File: src/hw/lpm_pkg.sv
// Purpose: Shared constants and carrier types for the low-power mode controller.
// Assumes: One system clock at 125 MHz.
// Notes: Machine cycle length, resume length and the pin carrier type live here.
package lpm_pkg;
    localparam int CLK_PERIOD_NS = 8;
    localparam int MC_CLKS = 12;
    localparam int RESUME_MCS = 2;
    localparam logic [4:0] RESUME_CLKS = 5'(MC_CLKS * RESUME_MCS);
    localparam logic [7:0] ROM_RESET_DATA = 8'h00;
    localparam int ROM_ADDR_W = 12;

    typedef enum logic [1:0] {
        LPM_RUN = 2'b00,
        LPM_IDLE = 2'b01,
        LPM_PDOWN = 2'b11,
        LPM_RESUME = 2'b10
    } lpm_state_t;

    typedef struct packed {
        logic ale;
        logic prog_fetch_n;
        logic p0_oe;
        logic p2_addr_sel;
    } lpm_pins_t;
endpackage : lpm_pkg

File: src/hw/lpm_rom_verify.sv
// Purpose: ROM read-back path that puts the addressed byte on port 0.
// Assumes: Address inputs are synchronous; ROM contents arrive on rom_data_i from an outside ROM.
// Notes: Output is registered; port 0 relies on outside pull-ups when not enabled.
`timescale 1ns/1ps
module lpm_rom_verify #(
    parameter int AW = lpm_pkg::ROM_ADDR_W
) (
    input wire logic clk_sys_i,
    input wire logic rst_i,
    input wire logic ce_i,
    input wire logic verify_i,
    input wire logic [AW-1:0] addr_i,
    input wire logic [7:0] rom_data_i,
    output logic [AW-1:0] rom_addr_o,
    output logic [7:0] data_o,
    output logic data_oe_o
);
    logic [7:0] data_nxt;
    logic oe_nxt;

    assign rom_addr_o = addr_i;

    always_comb
    begin
        data_nxt = verify_i ? rom_data_i : lpm_pkg::ROM_RESET_DATA;
        oe_nxt = verify_i;
    end

    always_ff @(posedge clk_sys_i or posedge rst_i)
    begin
        if (rst_i)
        begin
            data_o <= lpm_pkg::ROM_RESET_DATA;
            data_oe_o <= 1'b0;
        end
        else if (ce_i)
        begin
            data_o <= data_nxt;
            data_oe_o <= oe_nxt;
        end
    end

    a_rom_byte_out: assert property (@(posedge clk_sys_i) disable iff (rst_i)
        ce_i && verify_i |=> data_oe_o && data_o == $past(rom_data_i))
        else $error("Addressed ROM byte not presented on port 0.");
endmodule : lpm_rom_verify

File: src/hw/lpm_ctrl.sv
// Purpose: Idle and power-down sequencing for an 8-bit microcontroller core.
// Assumes: Core requests arrive as one-cycle pulses synchronous to clk_sys_i.
// Notes: Reset out of idle lets the core run briefly with internal RAM writes blocked.
//
// What this block does
// Idle halts the core clock while peripherals keep their clock.
// Idle keeps on-chip RAM and special function registers unchanged.
// Idle ends on any enabled interrupt or on hardware reset.
// Reset out of idle lets the core resume up to two machine cycles.
// During that resumed run internal RAM writes are blocked, port writes are not.
// Software avoids port or external writes right after the idle instruction.
// Power-down stops the oscillator after the requesting instruction completes.
// Power-down keeps RAM and special function registers until exit.
// Only hardware reset leaves power-down; interrupts never wake it.
// Reset out of power-down reloads registers but leaves RAM untouched.
// The reset source holds reset until the oscillator has settled.
// Idle drives both strobes high; external mode floats port 0, port 2 shows address.
// Power-down drives both strobes low; external mode floats port 0.
// The tester places the ROM address on port 1 and low port 2 pins.
// During ROM read-back the addressed byte appears on port 0.
// An interrupt ending idle is serviced, then execution continues after idle.
`timescale 1ns/1ps
module lpm_ctrl #(
    parameter int AW = lpm_pkg::ROM_ADDR_W
) (
    input wire logic clk_sys_i,
    input wire logic rst_i,
    input wire logic ce_i,
    input wire logic hw_reset_i,
    input wire logic idle_req_i,
    input wire logic pdown_req_i,
    input wire logic irq_pending_i,
    input wire logic ext_mem_i,
    input wire logic verify_i,
    input wire logic [7:0] p1_addr_i,
    input wire logic [3:0] p2_addr_i,
    input wire logic [7:0] rom_data_i,
    output logic core_run_o,
    output logic periph_run_o,
    output logic osc_en_o,
    output logic ram_wr_block_o,
    output logic special_function_registers_reset_o,
    output logic irq_take_o,
    output logic ale_o,
    output logic program_fetch_strobe_n_o,
    output logic p0_oe_n_o,
    output logic p2_addr_sel_o,
    output logic [AW-1:0] rom_addr_o,
    output logic [7:0] p0_data_o,
    output logic p0_data_oe_o
);
    lpm_pkg::lpm_state_t state_r, state_nxt;
    logic [4:0] cnt_r, cnt_nxt;
    lpm_pkg::lpm_pins_t pins_r, pins_nxt;
    logic core_run_nxt, osc_nxt, blk_nxt, regs_rst_nxt, take_nxt;
    logic [4:0] blk_len_r, blk_len_nxt;

    always_comb
    begin
        state_nxt = state_r;
        cnt_nxt = cnt_r;
        take_nxt = 1'b0;
        regs_rst_nxt = 1'b0;
        case (state_r)
            lpm_pkg::LPM_RUN:
            begin
                if (hw_reset_i)
                    regs_rst_nxt = 1'b1;
                else if (pdown_req_i)
                    state_nxt = lpm_pkg::LPM_PDOWN;
                else if (idle_req_i)
                    state_nxt = lpm_pkg::LPM_IDLE;
            end
            lpm_pkg::LPM_IDLE:
            begin
                if (hw_reset_i)
                begin
                    // The core runs on briefly, so RAM must be guarded here.
                    state_nxt = lpm_pkg::LPM_RESUME;
                    cnt_nxt = lpm_pkg::RESUME_CLKS - 5'h01;
                end
                else if (irq_pending_i)
                begin
                    state_nxt = lpm_pkg::LPM_RUN;
                    take_nxt = 1'b1;
                end
            end
            lpm_pkg::LPM_PDOWN:
            begin
                // Interrupts are ignored; only reset restarts the oscillator.
                if (hw_reset_i)
                begin
                    state_nxt = lpm_pkg::LPM_RUN;
                    regs_rst_nxt = 1'b1;
                end
            end
            lpm_pkg::LPM_RESUME:
            begin
                if (cnt_r == 5'h00)
                begin
                    state_nxt = lpm_pkg::LPM_RUN;
                    regs_rst_nxt = 1'b1;
                end
                else
                    cnt_nxt = cnt_r - 5'h01;
            end
            default:
                state_nxt = lpm_pkg::LPM_RUN;
        endcase
    end

    always_comb
    begin
        // Core stopped in idle and power-down keeps RAM and registers frozen.
        core_run_nxt = (state_nxt == lpm_pkg::LPM_RUN) ||
            (state_nxt == lpm_pkg::LPM_RESUME);
        osc_nxt = state_nxt != lpm_pkg::LPM_PDOWN;
        blk_nxt = state_nxt == lpm_pkg::LPM_RESUME;
        pins_nxt = '{ale: 1'b1, prog_fetch_n: 1'b1, p0_oe: 1'b1, p2_addr_sel: ext_mem_i};
        if (state_nxt == lpm_pkg::LPM_IDLE)
            pins_nxt = '{ale: 1'b1, prog_fetch_n: 1'b1, p0_oe: !ext_mem_i,
                p2_addr_sel: ext_mem_i};
        else if (state_nxt == lpm_pkg::LPM_PDOWN)
            pins_nxt = '{ale: 1'b0, prog_fetch_n: 1'b0, p0_oe: !ext_mem_i,
                p2_addr_sel: 1'b0};
    end

    always_ff @(posedge clk_sys_i or posedge rst_i)
    begin
        if (rst_i)
        begin
            state_r <= lpm_pkg::LPM_RUN;
            cnt_r <= 5'h00;
            pins_r <= '{ale: 1'b1, prog_fetch_n: 1'b1, p0_oe: 1'b1, p2_addr_sel: 1'b0};
            core_run_o <= 1'b1;
            osc_en_o <= 1'b1;
            ram_wr_block_o <= 1'b0;
            special_function_registers_reset_o <= 1'b1;
            irq_take_o <= 1'b0;
        end
        else if (ce_i)
        begin
            state_r <= state_nxt;
            cnt_r <= cnt_nxt;
            pins_r <= pins_nxt;
            core_run_o <= core_run_nxt;
            osc_en_o <= osc_nxt;
            ram_wr_block_o <= blk_nxt;
            special_function_registers_reset_o <= regs_rst_nxt;
            irq_take_o <= take_nxt;
        end
    end

    always_ff @(posedge clk_sys_i or posedge rst_i)
    begin
        if (rst_i)
            periph_run_o <= 1'b1;
        else if (ce_i)
            periph_run_o <= osc_nxt;
    end

    always_comb
    begin
        ale_o = pins_r.ale;
        program_fetch_strobe_n_o = pins_r.prog_fetch_n;
        p0_oe_n_o = !pins_r.p0_oe;
        p2_addr_sel_o = pins_r.p2_addr_sel;
    end

    lpm_rom_verify #(
        .AW(AW)
    ) u_rom_verify (
        .clk_sys_i(clk_sys_i),
        .rst_i(rst_i),
        .ce_i(ce_i),
        .verify_i(verify_i),
        .addr_i({p2_addr_i, p1_addr_i}),
        .rom_data_i(rom_data_i),
        .rom_addr_o(rom_addr_o),
        .data_o(p0_data_o),
        .data_oe_o(p0_data_oe_o)
    );

    a_idle_core_stop: assert property (@(posedge clk_sys_i) disable iff (rst_i)
        state_r == lpm_pkg::LPM_IDLE |-> !core_run_o && periph_run_o)
        else $error("Core not halted or peripherals stopped in idle.");
    a_idle_irq_wake: assert property (@(posedge clk_sys_i) disable iff (rst_i)
        ce_i && state_r == lpm_pkg::LPM_IDLE && irq_pending_i && !hw_reset_i
        |=> core_run_o && irq_take_o)
        else $error("Enabled interrupt did not end idle.");

    // Counts consecutive blocked cycles, so the resume length needs no long repetition.
    always_comb
    begin
        blk_len_nxt = ram_wr_block_o ? blk_len_r + 5'h01 : 5'h00;
    end

    always_ff @(posedge clk_sys_i or posedge rst_i)
    begin
        if (rst_i)
            blk_len_r <= 5'h00;
        else if (ce_i)
            blk_len_r <= blk_len_nxt;
    end

    a_resume_start: assert property (@(posedge clk_sys_i) disable iff (rst_i || !ce_i)
        state_r == lpm_pkg::LPM_IDLE && hw_reset_i
        |=> ram_wr_block_o && core_run_o)
        else $error("Reset out of idle did not start a guarded resumed run.");
    a_resume_bound: assert property (@(posedge clk_sys_i) disable iff (rst_i || !ce_i)
        ram_wr_block_o |-> blk_len_r < lpm_pkg::RESUME_CLKS)
        else $error("Resumed run after idle reset longer than two machine cycles.");
    a_resume_length: assert property (@(posedge clk_sys_i) disable iff (rst_i || !ce_i)
        $fell(ram_wr_block_o) |-> blk_len_r == lpm_pkg::RESUME_CLKS)
        else $error("Resumed run after idle reset not exactly two machine cycles.");
    a_pdown_osc_off: assert property (@(posedge clk_sys_i) disable iff (rst_i)
        state_r == lpm_pkg::LPM_PDOWN |-> !osc_en_o && !core_run_o)
        else $error("Oscillator or core running in power-down.");
    a_pdown_no_irq: assert property (@(posedge clk_sys_i) disable iff (rst_i)
        ce_i && state_r == lpm_pkg::LPM_PDOWN && !hw_reset_i
        |=> state_r == lpm_pkg::LPM_PDOWN)
        else $error("Power-down left without hardware reset.");
    a_pdown_reg_reload: assert property (@(posedge clk_sys_i) disable iff (rst_i)
        ce_i && state_r == lpm_pkg::LPM_PDOWN && hw_reset_i
        |=> special_function_registers_reset_o && osc_en_o)
        else $error("Reset out of power-down did not reload registers.");
    a_idle_strobes: assert property (@(posedge clk_sys_i) disable iff (rst_i)
        state_r == lpm_pkg::LPM_IDLE |-> ale_o && program_fetch_strobe_n_o)
        else $error("Strobes not high in idle.");
    a_pdown_strobes: assert property (@(posedge clk_sys_i) disable iff (rst_i)
        state_r == lpm_pkg::LPM_PDOWN |-> !ale_o && !program_fetch_strobe_n_o
        && !p2_addr_sel_o)
        else $error("Strobes not low in power-down.");
endmodule : lpm_ctrl

File: config.mk
export PLATFORM = sky130hd
export DESIGN_NAME = lpm_ctrl
export DESIGN_NICKNAME = d
export VERILOG_FILES = /design/src/hw/lpm_pkg.sv /design/src/hw/lpm_rom_verify.sv /design/src/hw/lpm_ctrl.sv
export SDC_FILE = /design/constraint.sdc
export NUM_CORES = 1
export LEC_CHECK = 0
export BUFFER_PORTS_ARGS = -buffer_cell sky130_fd_sc_hd__buf_2
export CAP_MARGIN = 20
export CORE_MARGIN = 5
export CORE_UTILIZATION = 46
export DETAILED_ROUTE_END_ITERATION = 12
export GPL_ROUTABILITY_DRIVEN = 0
export PLACE_DENSITY = 0.91
export RECOVER_POWER = 50
export REMOVE_ABC_BUFFERS = 1
export SLEW_MARGIN = 10
export SYNTH_ARGS = -nofsm -noshare
export SYNTH_HDL_FRONTEND = slang
export SYNTH_SLANG_ARGS = --single-unit
export TNS_END_PERCENT = 30
File: constraint.sdc
create_clock -name clk_sys_i -period 1.8 [get_ports clk_sys_i]
set_input_delay 0.18 -clock clk_sys_i [delete_from_list [all_inputs] [get_ports clk_sys_i]]
set_output_delay 0.18 -clock clk_sys_i [all_outputs]
set_load 0.01 [all_outputs]
==> results of run 1 <==
layer usage:
metal	vias to the layer above	part of all wire [%]	GRT usage, %
met2	34	53	26.54
met4	0	1.2	3.183
li1	479	-	-
met5	-	0	0
met3	4	6.3	7.282
met1	498	39	17.36
stage by stage:
stage / total power, uW / instance area (um^2) / cells / worst slack (ns) / hold WS (ns)
2_1_floorplan: 1236 / 1164 / 105 / 0.1869 / 0.1790
3_3_place_gp: 1440 / 1385 / 172 / 0.1280 / 0.2254
3_5_place_dp: 1493 / 1385 / 172 / 0.01810 / 0.2292
4_1_cts: 1744 / 1428 / 177 / 0.02544 / 0.01051
5_1_grt: 1943 / 1478 / 180 / 0.0003533 / 0.03059
6_report: 1803 / 1478 / 180 / 0.06809 / 0.05522
power by group through the flow:
stage          clock, uW  combinational (uW)  sequential (uW)
2_1_floorplan          0                 432              803
3_3_place_gp           0                 691              750
3_5_place_dp           0                 730              763
4_1_cts              254                 736              753
5_1_grt              293                 877              774
6_report             253                 797              753
critical path, cell delays in order (launching register included):
cell and delay [ns]:
dfrtp_1 0.44, inv_2 0.09, ha_4 0.13, or4b_4 0.51
nand2_2 0.11, a221oi_2 0.09, a32o_1 0.28
registers in the layout, summed over array words and instances, names as in the netlist:
register                            flops
u_rom_verify.data_o                     8
cnt_r                                   5
state_r                                 2
ale_o                                   1
core_run_o                              1
irq_take_o                              1
p2_addr_sel_o                           1
pins_r                                  1
ram_wr_block_o                          1
special_function_registers_reset_o      1
u_rom_verify.data_oe_o                  1
synth_stat cells, drive strengths merged, types with 4 or more instances:
master / number / area [um^2]
ha: 6 / 75.07
a22o: 8 / 70.07
buf: 16 / 123.9
dfrtp: 19 / 475.5
o21ai: 6 / 30.03
a21oi: 6 / 30.03
dfstp: 4 / 105.1
inv: 10 / 37.54
nand2: 7 / 26.28
a31oi: 4 / 25.02
kinds of logic after synthesis:
group | Yosys count | synth area share [%]
buffers and inverters | 29 | 13.38
AO/OA/AOI/OAI | 41 | 24.54
flip-flops | 23 | 44.66
adder cells (fa/ha/maj) | 6 | 5.775
multiplexers | 2 | 1.636
AND/OR/NAND/NOR | 23 | 10.01
what timing repair did:
| action | CTS | global route |
|---|---|---|
| pin swaps | 0 | 2 |
| hold buffers | 1 | 1 |
| buffers inserted | 0 | 2 |
| endpoints found under the hold margin | 19 | 1 |
| setup endpoints to repair | 1 | 10 |
| resized for setup | 1 | 9 |
final timing paths:
check	to	slack, ns	cells past startpoint
max in group asynchronous	state_r[1]	0.88	4
max	ram_wr_block_o	0.07	6
min	u_rom_verify.data_o[6]	0.06	2
min in group asynchronous	u_rom_verify.data_o[3]	0.52	4
min reg2reg	core_run_o	0.49	2
max reg2reg	ram_wr_block_o	0.07	6
final cells by class:
type / instances / area [um^2] / share of cell area, %
Clock buffer: 3 / 22.52 / 1.524
Timing Repair Buffer: 40 / 214.0 / 14.48
Sequential cell: 23 / 581.8 / 39.37
Clock inverter: 1 / 7.507 / 0.5080
Tap cell: 31 / 38.79 / 2.625
Multi-Input combinational cell: 72 / 575.6 / 38.95
Inverter: 10 / 37.54 / 2.540
==> flow_summary.yaml, run 1 <==
clock_network:
  clkSinkCount: 23
  cts_tree: "done"
  htreeDepth: 1
  clock_latency_ns: 0.32
  numCtsBuffers: 3
  clock-root-buffer: "clkbuf_4"
  clockBufferDepth: 2
  cts.clk_slew.worst_paths_ns: 0.13
cells_and_area:
  fin_util_pct: 54.05
  drive_gt1_share_pct: 39.60
  final_cell_mix: "buf_2, dfrtp_1, a22o_1"
  nNetsFinal: 185
  n_fill_cell: 232
  antenna_cells: 0
  syn2layout_area_growth_pct: 13.67
  layout_commonest_cell: "buf_2"
synth:
  syn_area_per_cell_um2: 10.48
  yosysUniqueCellTypes: 38
  yosysSeqAreaShare_pct: 44.66
  syn_inst: 124
  yosysWarnings: 0
  synth_seq_cells: 23
  synth-edff-count: 0
  synth-async-reset-ratio_pct: 100.0
  synthFlopType: "dfrtp_1"
  syn_area_um2: 1300
critical_path:
  critPathKind: "reg2reg"
  end_kind: "register"
  startpoint_type: "register"
  cp_max_fo: 5
  cp.required_ns: 2.03
  crit_arrival_ns: 1.96
  r2r_start: "cnt_r[0]"
  cp-startpoint: "cnt_r[0]"
timing:
  tightest_slew_ns: 0.6089
  final-setup-viol-count: 0
  rsz0062_at_grt: "no"
  fmax_ghz: 0.5774
  finalCritPeriodShare_pct: 96.22
  hold_violations: 0
  skew_ns: 0.003053
  report.final.slew_viol_count: 0
  finalSetupTns_ns: 0
  min_period_ns: 1.732
  relSlewSlack_pct: 59.41
pwr:
  switching_share_pct: 38.93
  p_switching_uw: 701.7
  seq_power_share_pct: 41.8
  cellPowerDensity_nw_per_um2: 1220
  pwr-share-clk_pct: 14.0
  p_int_uw: 1101
  p_comb_share_pct: 44.2
  p_leak_uw: 0.0007154
  ir_worst_vdd_mv: 1.043
job:
  drv_cap: 0
grt:
  grt_max_degree: 24
  grt_pass1_vias: 1090
  grt_overflow: 0
  grt_pass1_wl_um: 5057
  track_usage_pct: 15.45
  antenna_found_initial: 0
drt:
  detail_route.iter0.violations: 34
  wire_per_inst_um: 16.20
  viasPerCell: 5.639
  firstDrtPassIters: 5
  via_count: 1015
  drc: 0
  wl_um: 2916
  ant_nets: 0
place:
  dpl.hpwl_um: 2308
  port-buffer-count: 35
die:
  die_h_um: 63.16
  core-area_um2: 2734
  rows: 19
  fp.dieArea_um2: 3989
  start_util_pct: 47.55
  die_w_um: 63.16
  io_pins: 60
outcome:
  status: "finished, final reports clean"
hold_path:
  hold_class: "in2reg"
  holdCritStartpoint: "rom_data_i[6]"
No activity file was read; power rests on OpenSTA's default activity.
==> run 2, diff against run 1 <==
SYNTH_HIERARCHICAL = 1   (was default)
==> flow_summary.yaml, run 2 <==
outcome:
  status: "finished, final reports clean"
cells_and_area:
  drive_gt1_share_pct: 45.45
  layout_commonest_cell: "buf_2"
  final_cell_mix: "buf_2, dfrtp_1, buf_4"
  reg.largest.list: "u_rom_verify/data_o (8), cnt_r (5), state_r (2)"
  nNetsFinal: 190
  final_cells: 185
  multi_input_area_um2: 581.8
  top_register: "u_rom_verify/data_o"
  regArea_um2: 581.8
  n_fill_cell: 240
  syn2layout_area_growth_pct: 19.75
  largest_reg_flops: 8
  antenna_cells: 0
  fin_util_pct: 56.56
die:
  fp.dieArea_um2: 3938
  io_pins: 60
  rows: 19
  die_w_um: 62.75
  die_h_um: 62.75
  start_util_pct: 47.23
  core-area_um2: 2710
critical_path:
  rr_endpoint: "ram_wr_block_o"
  r2r_cells: 6
  cp-startpoint: "cnt_r[1]"
  cpMaxStageDelayCell: "or4b_4"
  max_stage_delay_ns: 0.50
  startpoint_type: "register"
  crit_path_cell_trace: "inv_2 -> ha_4 -> or4b_4 -> nand3_4 -> o311ai_4 -> o31ai_1"
  r2r_setup_slack_ns: 0.04
  cp_max_fo: 4
  end_kind: "register"
  r2r_start: "cnt_r[1]"
  crit_end: "ram_wr_block_o"
  critPathKind: "reg2reg"
  cp.required_ns: 2.00
  crit_arrival_ns: 1.96
synth:
  yosysWarnings: 6
  ys_top_cells_by_count: "dfrtp_1, buf_4, inv_1, nand2_1, a22o_1"
  synth_area_leaders: "dfrtp_1, buf_4, dfstp_2, ha_1, a22o_1"
  netlist.area_leader.share_pct: 37.15
  synthFlopType: "dfrtp_1"
  syn_area_um2: 1280
  synth-edff-count: 0
  synth-async-reset-ratio_pct: 100.0
  synth_seq_cells: 23
  yosysMostFrequentCell: "dfrtp_1"
  syn_inst: 122
  synth_top_cell_by_area: "dfrtp_1"
  syn_area_per_cell_um2: 10.49
  yosysUniqueCellTypes: 39
  yosysSeqAreaShare_pct: 45.36
grt:
  grt_max_degree: 15
  antenna_found_initial: 0
  track_usage_pct: 14.70
  grt_overflow: 0
  grt_pass1_wl_um: 4740
  grt_pass1_vias: 1036
pwr:
  cellPowerDensity_nw_per_um2: 1271
  p_leak_uw: 0.0007541
  switching_share_pct: 38.64
  pwr-share-clk_pct: 11.9
  p_switching_uw: 752.9
  p_comb_share_pct: 49.7
  p_int_uw: 1195
  ir_worst_vdd_mv: 1.053
  power.total_uw: 1948
  seq_power_share_pct: 38.4
timing:
  hold_violations: 0
  tightest_slew_ns: 0.5009
  finalCritPeriodShare_pct: 97.68
  setup_ws_ns: 0.04172
  final-setup-viol-count: 0
  report.final.slew_viol_count: 0
  finalSetupTns_ns: 0
  min_period_ns: 1.758
  skew_ns: 0.002363
  relSlewSlack_pct: 66.57
  fmax_ghz: 0.5687
clock_network:
  clkSinkCount: 23
  cts_tree: "done"
  htreeDepth: 1
  clockBufferDepth: 2
  clock_latency_ns: 0.31
  clock-root-buffer: "clkbuf_4"
  cts.clk_slew.worst_paths_ns: 0.12
  numCtsBuffers: 3
drt:
  wl_um: 2901
  drc: 0
  firstDrtPassIters: 4
  ant_nets: 0
  viasPerCell: 5.400
  via_count: 999
  detail_route.iter0.violations: 29
  wire_per_inst_um: 15.68
place:
  place_ws_ns: -0.006298
  place_inst: 177
  dpl.hpwl_um: 2153
  port-buffer-count: 35
job:
  drv_cap: 0
hold_path:
  hold_class: "in2reg"
[run 2: cell count changes after synthesis, sizes merged, moves of 2 or more]
cell / previous run / this run
a21boi: 2 / 0
a31oi: 4 / 1
inv: 10 / 12
nand2: 7 / 9
nand2b: 3 / 1
nor2: 3 / 6
o21ai: 6 / 4
[run 2: repair_timing]
item | CTS | global route
hold endpoints to repair | 19 | 0
endpoints found under the setup margin | 1 | 8
resized for setup | 0 | 14
buffers inserted | 2 | 1
pin swaps | 0 | 6
cloned | 0 | 0
hold buffers | 1 | 0
[run 2: logic make-up (layout without fill, tap and decap cells)]
logic type	count (synthesis)	in the layout	share of synthesized area, %
AOI/OAI and AO/OA	32	32	20.82
buffers and inverters	30	62	13.78
and+or+nand+nor	28	28	12.02
DFF	23	23	45.36
adders and majority gates	6	6	5.865
xor gates and xnor gates	2	2	1.369
muxes	1	1	0.7820
[run 2: worst max-delay path, delay by kind of cell, from the launching register on]
| family | cells | cell delay [ns] |
|---|---|---|
| buffers and inverters | 1 | 0.08 |
| adders and majority gates | 1 | 0.12 |
| AOI/OAI and AO/OA | 2 | 0.43 |
| DFF | 1 | 0.41 |
| and+or+nand+nor | 2 | 0.61 |
[run 2: power groups by stage]
stage	clock network [uW]	registers, uW	logic [uW]
final	232	747	969
after CTS	236	730	879
after detailed placement	0	746	844
after global placement	0	737	816
after global routing	266	769	1070
after floorplan	0	795	477
[run 2: layout make-up]
type                       instances  share of cell area [%]
timing repair buffer              46                   16.90
clock buffer                       4                   1.714
inverter                          12                   2.939
sequential                        23                   37.96
multi-input combinational         69                   37.96
tap                               31                   2.531
[run 2: worst min path at each step]
| stage | startpoint | to | slack, ns | cells past startpoint |
|---|---|---|---|---|
| 6_report | ext_mem_i | pins_r[1] | 0.02 | 2 |
| 5_1_grt | ext_mem_i | pins_r[1] | 0.02 | 2 |
| 4_1_cts | ext_mem_i | pins_r[1] | 0.02 | 2 |
| 3_5_place_dp | rst_i | u_rom_verify/data_o[3] | 0.16 | 2 |
| 3_3_place_gp | rst_i | u_rom_verify/data_o[3] | 0.15 | 2 |
| 2_1_floorplan | rst_i | u_rom_verify/data_o[0] | 0.008 | 1 |
[run 2: per-layer routing]
layer	share of wire, %	routed length (um)	GRT usage, %	vias to the layer above
li1	-	-	-	471
met1	40	1147	16.67	462
met2	47	1350	22.93	57
met3	11	310	7.734	9
met4	3.2	92	6.366	0
met5	0	0	0	-
[run 2: through the flow]
stage	area (um^2)	hold slack [ns]
finish	1533	0.02208
global route	1533	0.02426
CTS	1466	0.02114
detailed placement	1415	0.1637
global placement	1415	0.1472
floorplan	1149	0.007918
